## config.mk

```make
export PLATFORM = sky130hd
export DESIGN_NAME = sec_cfg_regs
export DESIGN_NICKNAME = d
export VERILOG_FILES = /design/src/sec_cfg_pkg.sv /design/src/sec_cfg_regs.sv
export SDC_FILE = /design/constraint.sdc
export NUM_CORES = 1
export LEC_CHECK = 0
export BUFFER_PORTS_ARGS = -buffer_cell sky130_fd_sc_hd__clkbuf_2
export CAP_MARGIN = 5
export CORE_ASPECT_RATIO = 0.6
export CORE_MARGIN = 2
export CORE_UTILIZATION = 57
export CTS_BUF_LIST = sky130_fd_sc_hd__clkbuf_2
export DETAILED_ROUTE_END_ITERATION = 12
export PLACE_DENSITY = 0.87
export RECOVER_POWER = 50
export SLEW_MARGIN = 30
export SYNTH_ARGS = -nofsm -noshare
export SYNTH_HDL_FRONTEND = slang
export SYNTH_SLANG_ARGS = --single-unit
```

## constraint.sdc

```tcl
create_clock -name pclk -period 2.4 [get_ports pclk]
set_input_delay 0.36 -clock pclk [delete_from_list [all_inputs] [get_ports pclk]]
set_output_delay 0.36 -clock pclk [all_outputs]
set_load 0.1 [all_outputs]
```

## src/sec_cfg_pkg.sv

```systemverilog
// Constants and carrier types for the secondary-side bridge configuration registers.
// Assumes an APB master with 32-bit data on the PCI clock domain.
package sec_cfg_pkg;

    // ==========================================================
    // Register offsets (byte addresses)
    localparam logic [7:0] cmd_offset      = 8'h04;
    localparam logic [7:0] bus_lat_offset  = 8'h18;
    localparam logic [7:0] io_stat_offset  = 8'h1c;
    localparam logic [7:0] mem_win_offset  = 8'h20;
    localparam logic [7:0] io_upper_offset = 8'h30;

    // ==========================================================
    // Field positions and fixed values
    localparam int         perr_resp_bit   = 6;
    localparam logic [3:0] io_addr32_code  = 4'h1;
    localparam logic [1:0] devsel_medium   = 2'h1;
    localparam logic [11:0] io_low_zero    = 12'h000;
    localparam logic [11:0] io_low_ones    = 12'hfff;
    localparam logic [19:0] mem_low_zero   = 20'h00000;
    localparam logic [19:0] mem_low_ones   = 20'hfffff;

    // ==========================================================
    // Reset values
    localparam logic [7:0]  bus_rst        = 8'h00;
    localparam logic [7:0]  lat_rst        = 8'h00;
    localparam logic [3:0]  io_nib_rst     = 4'h0;
    localparam logic [15:0] io_upper_rst   = 16'h0000;
    localparam logic [11:0] mem_field_rst  = 12'h000;
    localparam logic [4:0]  flags_rst      = 5'h00;

    // Secondary bus events reported by the bridge datapath, one-cycle pulses
    typedef struct packed {
        logic target_abort_sent;
        logic target_abort_got;
        logic master_abort_got;
        logic parity_detected;
    } sec_event_t;

    // Secondary master cycle state reported by the bridge master engine
    typedef struct packed {
        logic frame_start;
        logic master_active;
        logic grant;
        logic mem_write_inval;
        logic data_phase_done;
    } sec_master_t;

endpackage : sec_cfg_pkg

```

## src/sec_cfg_regs.sv

```systemverilog
// Secondary-side configuration registers of a two-port bridge, with APB slave,
// latency timer, status flags and I/O and memory forwarding window decode.
// Assumes event and master inputs come from logic on pclk; fault pins are async.
//
// Functional notes
// - Subordinate bus number, 8-bit writable, resets to zero.
// - Latency timer counts clocks from frame start; expiry from writable field.
// - Latency zero and grant removed: stop after first data phase, except MWI.
// - I/O base and limit indicator nibbles read 1 for 32-bit I/O.
// - I/O base nibble gives window bottom bits 15:12, low bits zero.
// - I/O limit nibble gives window top bits 15:12, low bits ones.
// - Upper halfword registers give window bits 31:16 for full compare.
// - 66 MHz capable status bit reads one.
// - Fast back-to-back capable status bit reads one.
// - Data parity flag set on parity fault pin while command bit 6 set.
// - Select-timing field reads binary 01.
// - Signaled target abort flag set when bridge target aborts.
// - Received target abort flag set on mastered cycle target abort.
// - Received master abort flag set on mastered cycle master abort.
// - Received system error flag set when system fault pin asserted.
// - Detected parity error flag set on secondary parity error.
// - Memory base field gives window bottom bits 31:20, low bits zero.
// - Memory limit field gives window top bits 31:20, low bits ones.
module sec_cfg_regs
    import sec_cfg_pkg::*;
#(
    parameter int lat_w = 8
) (
    // Clock and reset
    input  wire logic                  pclk,
    input  wire logic                  presetn,
    // APB slave
    input  wire logic                  psel,
    input  wire logic                  penable,
    input  wire logic                  pwrite,
    input  wire logic [7:0]            paddr,
    input  wire logic [31:0]           pwdata,
    input  wire logic [3:0]            pstrb,
    output logic      [31:0]           prdata,
    output logic                       pready,
    output logic                       pslverr,
    // Secondary fault pins, active low, asynchronous
    input  wire logic                  secondary_parity_fault_line_n,
    input  wire logic                  secondary_system_fault_line_n,
    // Bridge datapath
    input  wire sec_cfg_pkg::sec_event_t  sec_event,
    input  wire sec_cfg_pkg::sec_master_t sec_master,
    input  wire logic [31:0]           io_addr,
    input  wire logic [31:0]           mem_addr,
    output logic                       latency_expired,
    output logic                       end_after_first,
    output logic                       io_hit,
    output logic                       mem_hit
);
    import sec_cfg_pkg::*;

    // ==========================================================
    // Register state
    logic [7:0]       subordinate_bus_number;
    logic [lat_w-1:0] secondary_latency_timer;
    logic [3:0]       io_base_nib;
    logic [3:0]       io_limit_nib;
    logic [15:0]      io_base_upper;
    logic [15:0]      io_limit_upper;
    logic [11:0]      memory_window_base;
    logic [11:0]      memory_window_limit;
    logic             perr_response;
    logic [4:0]       flags;          // Bits 31:27 packed: {31,30,29,28,27}; bit 24 is parity_reported
    logic             parity_reported;
    logic [lat_w-1:0] lat_count;

    // ==========================================================
    // Pin synchronisers; first stage read only by second stage
    logic perr_meta, perr_sync_n;
    logic serr_meta, serr_sync_n;

    always_ff @(posedge pclk or negedge presetn) begin
        if (!presetn) begin
            perr_meta   <= 1'b1;
            perr_sync_n <= 1'b1;
            serr_meta   <= 1'b1;
            serr_sync_n <= 1'b1;
        end else begin
            perr_meta   <= secondary_parity_fault_line_n;
            perr_sync_n <= perr_meta;
            serr_meta   <= secondary_system_fault_line_n;
            serr_sync_n <= serr_meta;
        end
    end

    // ==========================================================
    // APB decode; one wait state so read data comes from a flop
    logic        acc;
    logic        wr_fire;
    logic        mapped;
    logic [31:0] wmask;
    logic [31:0] status_word;
    logic [31:0] next_rdata;

    assign acc     = psel && penable;
    assign wr_fire = acc && pready && pwrite;
    assign wmask   = {{8{pstrb[3]}}, {8{pstrb[2]}}, {8{pstrb[1]}}, {8{pstrb[0]}}};
    assign mapped  = (paddr == cmd_offset) || (paddr == bus_lat_offset) ||
                     (paddr == io_stat_offset) || (paddr == mem_win_offset) ||
                     (paddr == io_upper_offset);

    // Status halfword with fixed capability bits, above the I/O base and limit bytes
    assign status_word = {flags, devsel_medium, parity_reported,
                          1'b1, 1'b0, 1'b1, 5'h00,
                          io_limit_nib, io_addr32_code,
                          io_base_nib, io_addr32_code};

    // Read mux; unmapped reads return zero
    always_comb begin
        next_rdata = 32'h0000_0000;
        unique case (paddr)
            cmd_offset:      next_rdata[perr_resp_bit] = perr_response;
            bus_lat_offset:  next_rdata = {secondary_latency_timer, subordinate_bus_number, 16'h0000};
            io_stat_offset:  next_rdata = {status_word[31:27], status_word[26:25], status_word[24:0]};
            mem_win_offset:  next_rdata = {memory_window_limit, 4'h0, memory_window_base, 4'h0};
            io_upper_offset: next_rdata = {io_limit_upper, io_base_upper};
            default:         next_rdata = 32'h0000_0000;
        endcase
    end

    // Answer handshake: pready pulses one cycle after the access phase starts
    always_ff @(posedge pclk or negedge presetn) begin
        if (!presetn) begin
            pready  <= 1'b0;
            prdata  <= 32'h0000_0000;
            pslverr <= 1'b0;
        end else begin
            pready  <= acc && !pready;
            pslverr <= acc && !pready && !mapped;
            if (acc && !pready && !pwrite) begin
                prdata <= next_rdata;
            end
        end
    end

    // ==========================================================
    // Writable fields, honouring byte strobes
    always_ff @(posedge pclk or negedge presetn) begin
        if (!presetn) begin
            subordinate_bus_number  <= bus_rst;
            secondary_latency_timer <= lat_rst;
            perr_response           <= 1'b0;
        end else if (wr_fire && paddr == cmd_offset && pstrb[0]) begin
            perr_response <= pwdata[perr_resp_bit];
        end else if (wr_fire && paddr == bus_lat_offset) begin
            if (pstrb[2]) begin
                subordinate_bus_number <= pwdata[23:16];
            end
            if (pstrb[3]) begin
                secondary_latency_timer <= pwdata[24 +: lat_w];
            end
        end
    end

    // I/O and memory window fields
    always_ff @(posedge pclk or negedge presetn) begin
        if (!presetn) begin
            io_base_nib         <= io_nib_rst;
            io_limit_nib        <= io_nib_rst;
            io_base_upper       <= io_upper_rst;
            io_limit_upper      <= io_upper_rst;
            memory_window_base  <= mem_field_rst;
            memory_window_limit <= mem_field_rst;
        end else if (wr_fire) begin
            if (paddr == io_stat_offset && pstrb[0]) begin
                io_base_nib <= pwdata[7:4];
            end
            if (paddr == io_stat_offset && pstrb[1]) begin
                io_limit_nib <= pwdata[15:12];
            end
            if (paddr == io_upper_offset) begin
                io_base_upper  <= (pwdata[15:0] & wmask[15:0]) |
                                  (io_base_upper & ~wmask[15:0]);
                io_limit_upper <= (pwdata[31:16] & wmask[31:16]) |
                                  (io_limit_upper & ~wmask[31:16]);
            end
            if (paddr == mem_win_offset) begin
                memory_window_base  <= (pwdata[15:4] & wmask[15:4]) |
                                       (memory_window_base & ~wmask[15:4]);
                memory_window_limit <= (pwdata[31:20] & wmask[31:20]) |
                                       (memory_window_limit & ~wmask[31:20]);
            end
        end
    end

    // ==========================================================
    // Sticky status flags; a set in the same cycle as a clear wins
    logic [4:0] flag_set;
    logic [4:0] flag_clr;
    logic       perr_set;
    logic       perr_clr;

    assign flag_set = {sec_event.parity_detected,
                       !serr_sync_n,
                       sec_event.master_abort_got,
                       sec_event.target_abort_got,
                       sec_event.target_abort_sent};
    assign flag_clr = (wr_fire && paddr == io_stat_offset && pstrb[3]) ?
                      pwdata[31:27] : 5'h00;
    assign perr_set = !perr_sync_n && perr_response;
    assign perr_clr = wr_fire && paddr == io_stat_offset && pstrb[3] && pwdata[24];

    always_ff @(posedge pclk or negedge presetn) begin
        if (!presetn) begin
            flags           <= flags_rst;
            parity_reported <= 1'b0;
        end else begin
            flags           <= (flags & ~flag_clr) | flag_set;
            parity_reported <= (parity_reported && !perr_clr) || perr_set;
        end
    end

    // ==========================================================
    // Secondary master latency timer; saturates so expiry stays asserted
    always_ff @(posedge pclk or negedge presetn) begin
        if (!presetn) begin
            lat_count <= '0;
        end else if (sec_master.frame_start) begin
            lat_count <= '0;
        end else if (sec_master.master_active && lat_count != '1) begin
            lat_count <= lat_count + 1'b1;
        end
    end

    // Expiry and first-phase stop; MWI is exempt because it runs to a line end
    always_ff @(posedge pclk or negedge presetn) begin
        if (!presetn) begin
            latency_expired <= 1'b0;
            end_after_first <= 1'b0;
        end else begin
            latency_expired <= sec_master.master_active &&
                               !sec_master.frame_start &&
                               lat_count >= secondary_latency_timer;
            end_after_first <= sec_master.master_active &&
                               secondary_latency_timer == '0 &&
                               !sec_master.grant &&
                               !sec_master.mem_write_inval &&
                               sec_master.data_phase_done;
        end
    end

    // ==========================================================
    // Forwarding window decode with full 32-bit bounds, inclusive
    logic [31:0] io_lo, io_hi, mem_lo, mem_hi;

    assign io_lo  = {io_base_upper, io_base_nib, io_low_zero};
    assign io_hi  = {io_limit_upper, io_limit_nib, io_low_ones};
    assign mem_lo = {memory_window_base, mem_low_zero};
    assign mem_hi = {memory_window_limit, mem_low_ones};

    always_ff @(posedge pclk or negedge presetn) begin
        if (!presetn) begin
            io_hit  <= 1'b0;
            mem_hit <= 1'b0;
        end else begin
            io_hit  <= io_addr >= io_lo && io_addr <= io_hi;
            mem_hit <= mem_addr >= mem_lo && mem_addr <= mem_hi;
        end
    end
endmodule : sec_cfg_regs

```

Word level (Yosys, flattened, before mapping)

Cells that the tools add are included.

Bits in registers: 137
Bits in latches: 0
Bits in writable memories: 0
Memory bits (read-only): 0
Input bits: 124
Logic and storage cells: 108
Memories: 0

Add/subtract/negate cells: 1
Multipliers: 0
Divide/modulo/power cells: 0
Order comparisons: 5
Equal/unequal tests: 6
Shift-type cells: 0
Multiplexer cells: 6
Bitwise logic cells: 20
Reductions and logical operators: 47

Operator list:

| operator                                      | count |
|---|---|
| one-hot mux 25 bit (4 select lines)           | 1 |
| AND 16 bit                                    | 4 |
| >= comparator 32 bit                          | 2 |
| less-or-equal comparator 32 bit               | 2 |
| AND 12 bit                                    | 4 |
| NOT 16 bit                                    | 2 |
| bitwise OR 16 bit                             | 2 |
| logical AND 1 bit                             | 25 |
| NOT 12 bit                                    | 2 |
| bitwise OR 12 bit                             | 2 |
| one-hot mux 6 bit (3 select lines)            | 1 |
| == test 8 x 5 -> 1 bit, second input constant | 2 |
| == test 8 x 6 -> 1 bit, second input constant | 2 |
| two-way mux 8 bit                             | 2 |
| logical NOT 1 bit                             | 9 |
| adder 8 x 1 -> 8 bit, second input constant   | 1 |
| == test 8 x 3 -> 1 bit, second input constant | 1 |
| >= comparator 8 bit                           | 1 |
| logical NOT 8 bit                             | 1 |
| != test 8 bit, second input constant          | 1 |
| AND reduction 2 bit                           | 4 |
| AND reduction 3 bit                           | 2 |
| AND 5 bit                                     | 1 |
| logical OR 1 bit                              | 5 |
| other kinds (6)                               | 6 |

Longest topological paths before layout

Depth after elaboration: 9
Depth in mapped cells: 8
Mapped depth without buffers: 8

Worst setup path after synthesis

OpenSTA, ideal clock, no wires.

Path kind: register -> register
Start point: register pready
End point: register prdata[27]
Data arrival time: 2117 ps
Slack: 217 ps
Cell stages (with the launch flop): 7
Buffers on the path: 2
Path through: dfrtp_1 > or3_1 > clkbuf_1 > or3_4 > buf_2 > a21oi_1 > a21o_1

Longest elaborated chain between the ends: 3

Ends and longest elaborated chain:

| item                            | line                | RTL |
|---|---|---|
| start, declared                 | sec_cfg_regs.sv:40  | `output logic pready,` |
| start signal, assigned          | sec_cfg_regs.sv:133 | `pready <= acc && !pready;` |
| logical NOT 1 bit               | sec_cfg_regs.sv:135 | `if (acc && !pready && !pwrite) begin` |
| logical AND 1 bit (2 in series) | sec_cfg_regs.sv:135 |  |
| end signal, assigned            | sec_cfg_regs.sv:136 | `prdata <= next_rdata;` |
| end, declared                   | sec_cfg_regs.sv:39  | `output logic [31:0] prdata,` |

No other way between the ends.
A chain may end at the register's enable or synchronous reset.

Worst setup path in the final report

Start point: register secondary_latency_timer[0]
End point: register latency_expired

Longest elaborated chain between the ends: 2

Ends and longest elaborated chain:

| item                   | line                | RTL |
|---|---|---|
| start, declared        | sec_cfg_regs.sv:60  | `logic [lat_w-1:0] secondary_latency_timer;` |
| start signal, assigned | sec_cfg_regs.sv:146 | `secondary_latency_timer <= lat_rst;` |
| start signal, assigned | sec_cfg_regs.sv:155 | `secondary_latency_timer <= pwdata[24 +: lat_w];` |
| >= comparator 8 bit    | sec_cfg_regs.sv:238 | `lat_count >= secondary_latency_timer;` |
| logical AND 1 bit      | sec_cfg_regs.sv:237 | `!sec_master.frame_start &&` |
| end signal, assigned   | sec_cfg_regs.sv:236 | `latency_expired <= sec_master.master_active &&` |
| end, declared          | sec_cfg_regs.sv:50  | `output logic latency_expired,` |

No other way between the ends.

==> flow_metrics.py <==
metrics = {
    "run_status": {
        "run_status": "finished with violations",
        "failed_checks": "max-capacitance violations, max-slew violations",
    },
    "flow_run": {
        "max_capacitance_violation_count": 1,
    },
    "global_routing": {
        "grt_pass1_vias": 6701,
        "grt_use_total": 0.341,
        "largest_net_degree_at_the_start_of_global_routing": 60,
        "number_of_antenna_violations_at_the_first_check_in_global_routing": 0,
        "grt_remaining_overflow": 0,
        "first_pass_grt_wire_length_mm": 35.6,
    },
    "synthesis": {
        "yosys_register_bits": 137,
        "post-synth-top-area-fraction": 0.452,
        "dominant_combinational_cell_family_by_area_after_synthesis": "compound AO/OA/AOI/OAI gates",
        "postSynthCellCount": 765,
        "synth-compound-area-share": 0.175,
        "synth_cell_type_count": 54,
        "synth_top_flop_cell": "sky130_fd_sc_hd__dfrtp_1",
        "seq_area_frac_synth": 0.466,
        "mapped_avg_cell_area_um2": 9.63,
        "synth.net_count": 962,
        "yosys-mux-area-fraction": 0.0211,
        "synth_simple_gate_area_share": 0.152,
        "synth_edf_count": 0,
        "synth-adder-area-share": 0.124,
        "synth_top_cells_by_area": "sky130_fd_sc_hd__dfrtp_1 45%, sky130_fd_sc_hd__ha_1 12%, sky130_fd_sc_hd__nand2_1 6.4%, sky130_fd_sc_hd__o21ai_0 6.1%, sky130_fd_sc_hd__inv_1 3.8%",
        "share_of_async_settable_or_async_resettable_flops_after_synthesis": 1.00,
        "synthesis.area_um2": 7370,
        "netlist.top_cell.by_area": "sky130_fd_sc_hd__dfrtp_1",
        "yosys_warnings": 0,
        "post_synthesis_share_of_cell_area_spent_on_xor_and_xnor_gates": 0.00832,
    },
    "critical_path": {
        "worst-endpoint-arrival_ps": 3010,
        "r2r_setup_slack_ps": 40,
        "worst-setup-path-type": "flop to flop",
        "start_kind": "flop",
        "critical_path.reg2reg.startpoint": "secondary_latency_timer[0]",
        "timing.critical_path.to_type": "flop",
        "setup.worst_path.start": "secondary_latency_timer[0]",
        "required_ps": 3050,
        "rr_worst_depth": 8,
        "crit_path_max_fanout": 4,
    },
    "die": {
        "die_w_um": 151,
        "floorplan.die_area_um2": 13900,
        "die_height_um": 92.1,
        "floorplan.initialDensity": 0.579,
        "io-pin-count": 162,
        "core.rowCount": 32,
        "core_area_um2": 12700,
    },
    "cells_and_area": {
        "antenna-diode-count": 0,
        "fill_cells": 972,
        "final_cell_area_um2": 9200,
        "drive_gt1_frac": 0.227,
        "syn_to_final_growth_pct": 24.9,
        "final_net_count": 1195,
        "final-instance-count-excl-fill": 1181,
    },
    "sta": {
        "timing_hold_violations_final": 0,
        "ratio_of_final_minimum_period_to_clock_period": 0.985,
        "skew_ps": 38.9,
        "final_max_slew_viol_count": 60,
        "slew-limit-headroom": -0.00947,
        "timing.setup.tns_ps": 0,
        "period_minus_slack_ps": 2360,
        "least_margin_pin_slew_ps": 1510,
        "timing.fmax_mhz": 423,
        "timing.hold.ws_ps": 53.4,
        "rsz0062_at_grt": "no",
        "finalSetupViolations": 0,
    },
    "worst_hold_path": {
        "count_of_cells_along_the_worst_hold_path": 5,
        "hp-class": "input pin to flop",
        "hp-start": "mem_addr[12]",
    },
    "routing": {
        "via_count": 6864,
        "wirelength_mm": 22.5,
        "dr.pass1.iters": 5,
        "via_count_normalized_by_instance_count": 5.81,
        "drc": 0,
        "postRouteAntennaNets": 0,
        "route.detailed.wl_per_inst_um": 19.1,
        "detailedRoute.firstIterationViolations": 672,
    },
    "placement": {
        "numPortBuffers": 161,
        "dp_hpwl_mm": 16.8,
        "placement.cell_area_um2": 8480,
        "finalWeightedCongestion": 0.974,
        "placed_cells": 1095,
    },
    "clocking": {
        "clock_tree.root_cell": "sky130_fd_sc_hd__clkbuf_2",
        "post_cts.repair.setup_buffers": 0,
        "clock_latency_ps": 720,
        "htree_levels": 4,
        "cts_buffer_depth": 2,
        "clk_transition_reported_paths_ps": 250,
        "tritoncts": "built",
        "numCtsBuffers": 17,
        "cts.sink_count": 137,
    },
    "pwr": {
        "power_mw": 4.06,
        "worst_ir_drop_vdd_mv": 0.227,
        "powerDensity_nw_per_um2": 441,
        "power.leakage_nw": 4.85,
    },
}
-- worst max-delay path, stage by stage, from the launching register on --
cell and delay [ps]:
sky130_fd_sc_hd__dfrtp_1 500, sky130_fd_sc_hd__ha_1 330, sky130_fd_sc_hd__nand2b_1 150, sky130_fd_sc_hd__a21o_1 190, sky130_fd_sc_hd__a21o_1 200, sky130_fd_sc_hd__a21oi_2 150, sky130_fd_sc_hd__o21ai_0 90, sky130_fd_sc_hd__nor4b_1 150
sky130_fd_sc_hd__dlygate4sd3_1 570
-- cell usage after synthesis (11+ instances only) --
cell type                  instances
sky130_fd_sc_hd__a21o_1           27
sky130_fd_sc_hd__a21oi_1          30
sky130_fd_sc_hd__o21ai_0          90
sky130_fd_sc_hd__nor2_1           27
sky130_fd_sc_hd__inv_1            75
sky130_fd_sc_hd__dfrtp_1         133
sky130_fd_sc_hd__nand2_1         126
sky130_fd_sc_hd__ha_1             73
sky130_fd_sc_hd__nand3_1          11
sky130_fd_sc_hd__buf_2            12
sky130_fd_sc_hd__nand4_1          21
sky130_fd_sc_hd__a222oi_1         17
-- routing by layer --
layer	wire, um	GRT usage	vias to the layer above
li1	-	-	3210
met1	9900	0.501	3215
met5	0	0	-
met2	9370	0.477	401
met4	419	0.108	0
met3	2840	0.109	38
-- through the flow --
| stage | utilization | setup WS [ps] |
|---|---|---|
| floorplan | - | 217 |
| global placement | 0.666 | 328 |
| detailed placement | 0.666 | 256 |
| CTS | 0.726 | 70.1 |
| global route | 0.723 | 20.0 |
| finish | 0.723 | 36.6 |
-- placed cells by master (no fill, tap or decap), types with 11 or more instances in the layout --
master,netlist,layout
sky130_fd_sc_hd__clkbuf_2,1,179
sky130_fd_sc_hd__dfrtp_1,133,133
sky130_fd_sc_hd__nand2_1,126,126
sky130_fd_sc_hd__o21ai_0,90,90
sky130_fd_sc_hd__inv_1,75,75
sky130_fd_sc_hd__ha_1,73,73
sky130_fd_sc_hd__dlygate4sd3_1,0,54
sky130_fd_sc_hd__nor2_1,27,28
sky130_fd_sc_hd__a21oi_1,30,28
sky130_fd_sc_hd__a21o_1,27,27
sky130_fd_sc_hd__nand4_1,21,21
sky130_fd_sc_hd__a222oi_1,17,17
sky130_fd_sc_hd__buf_4,3,17
sky130_fd_sc_hd__nand3_1,11,11
-- path summary, 6_finish.rpt --
check                                            end
setup / recovery                     latency_expired
hold / removal                               mem_hit
setup reg to reg                     latency_expired
hold reg to reg                          perr_sync_n
max in group asynchronous  subordinate_bus_number[6]
min in group asynchronous               lat_count[5]
-- final cells by class --
cell class / instances / area [um^2] / share of cell area
well taps: 170 / 213 / 0.0231
inverters: 75 / 282 / 0.0306
repair buffers: 237 / 1520 / 0.165
flip-flops and latches: 137 / 3430 / 0.373
clock buffers: 18 / 90.1 / 0.00979
multi-input cells: 530 / 3540 / 0.385
clock inverters: 14 / 125 / 0.0136
-- power breakdown --
group / internal, mW / switching, mW / total (mW)
Clock: 0.378 / 0.902 / 1.28
Combinational: 0.185 / 0.251 / 0.436
Sequential: 2.33 / 0.0109 / 2.34
Total: 2.89 / 1.16 / 4.06
-- timing repair --
| item | CTS | global route |
|---|---|---|
| hold buffers | 55 | 0 |
| resized for setup | 0 | 2 |
| setup endpoints to repair | 0 | 2 |
| endpoints found under the hold margin | 163 | 0 |
-- logic make-up (layout without fill, tap and decap cells) --
| kind of cell | Yosys count | after routing |
|---|---|---|
| flops | 137 | 137 |
| simple gates | 230 | 230 |
| mux | 14 | 14 |
| xor+xnor | 7 | 7 |
| compound gates | 206 | 206 |
| fa+ha+maj | 73 | 73 |
| buf+inv | 98 | 344 |
No activity file was read; power rests on OpenSTA's default activity.
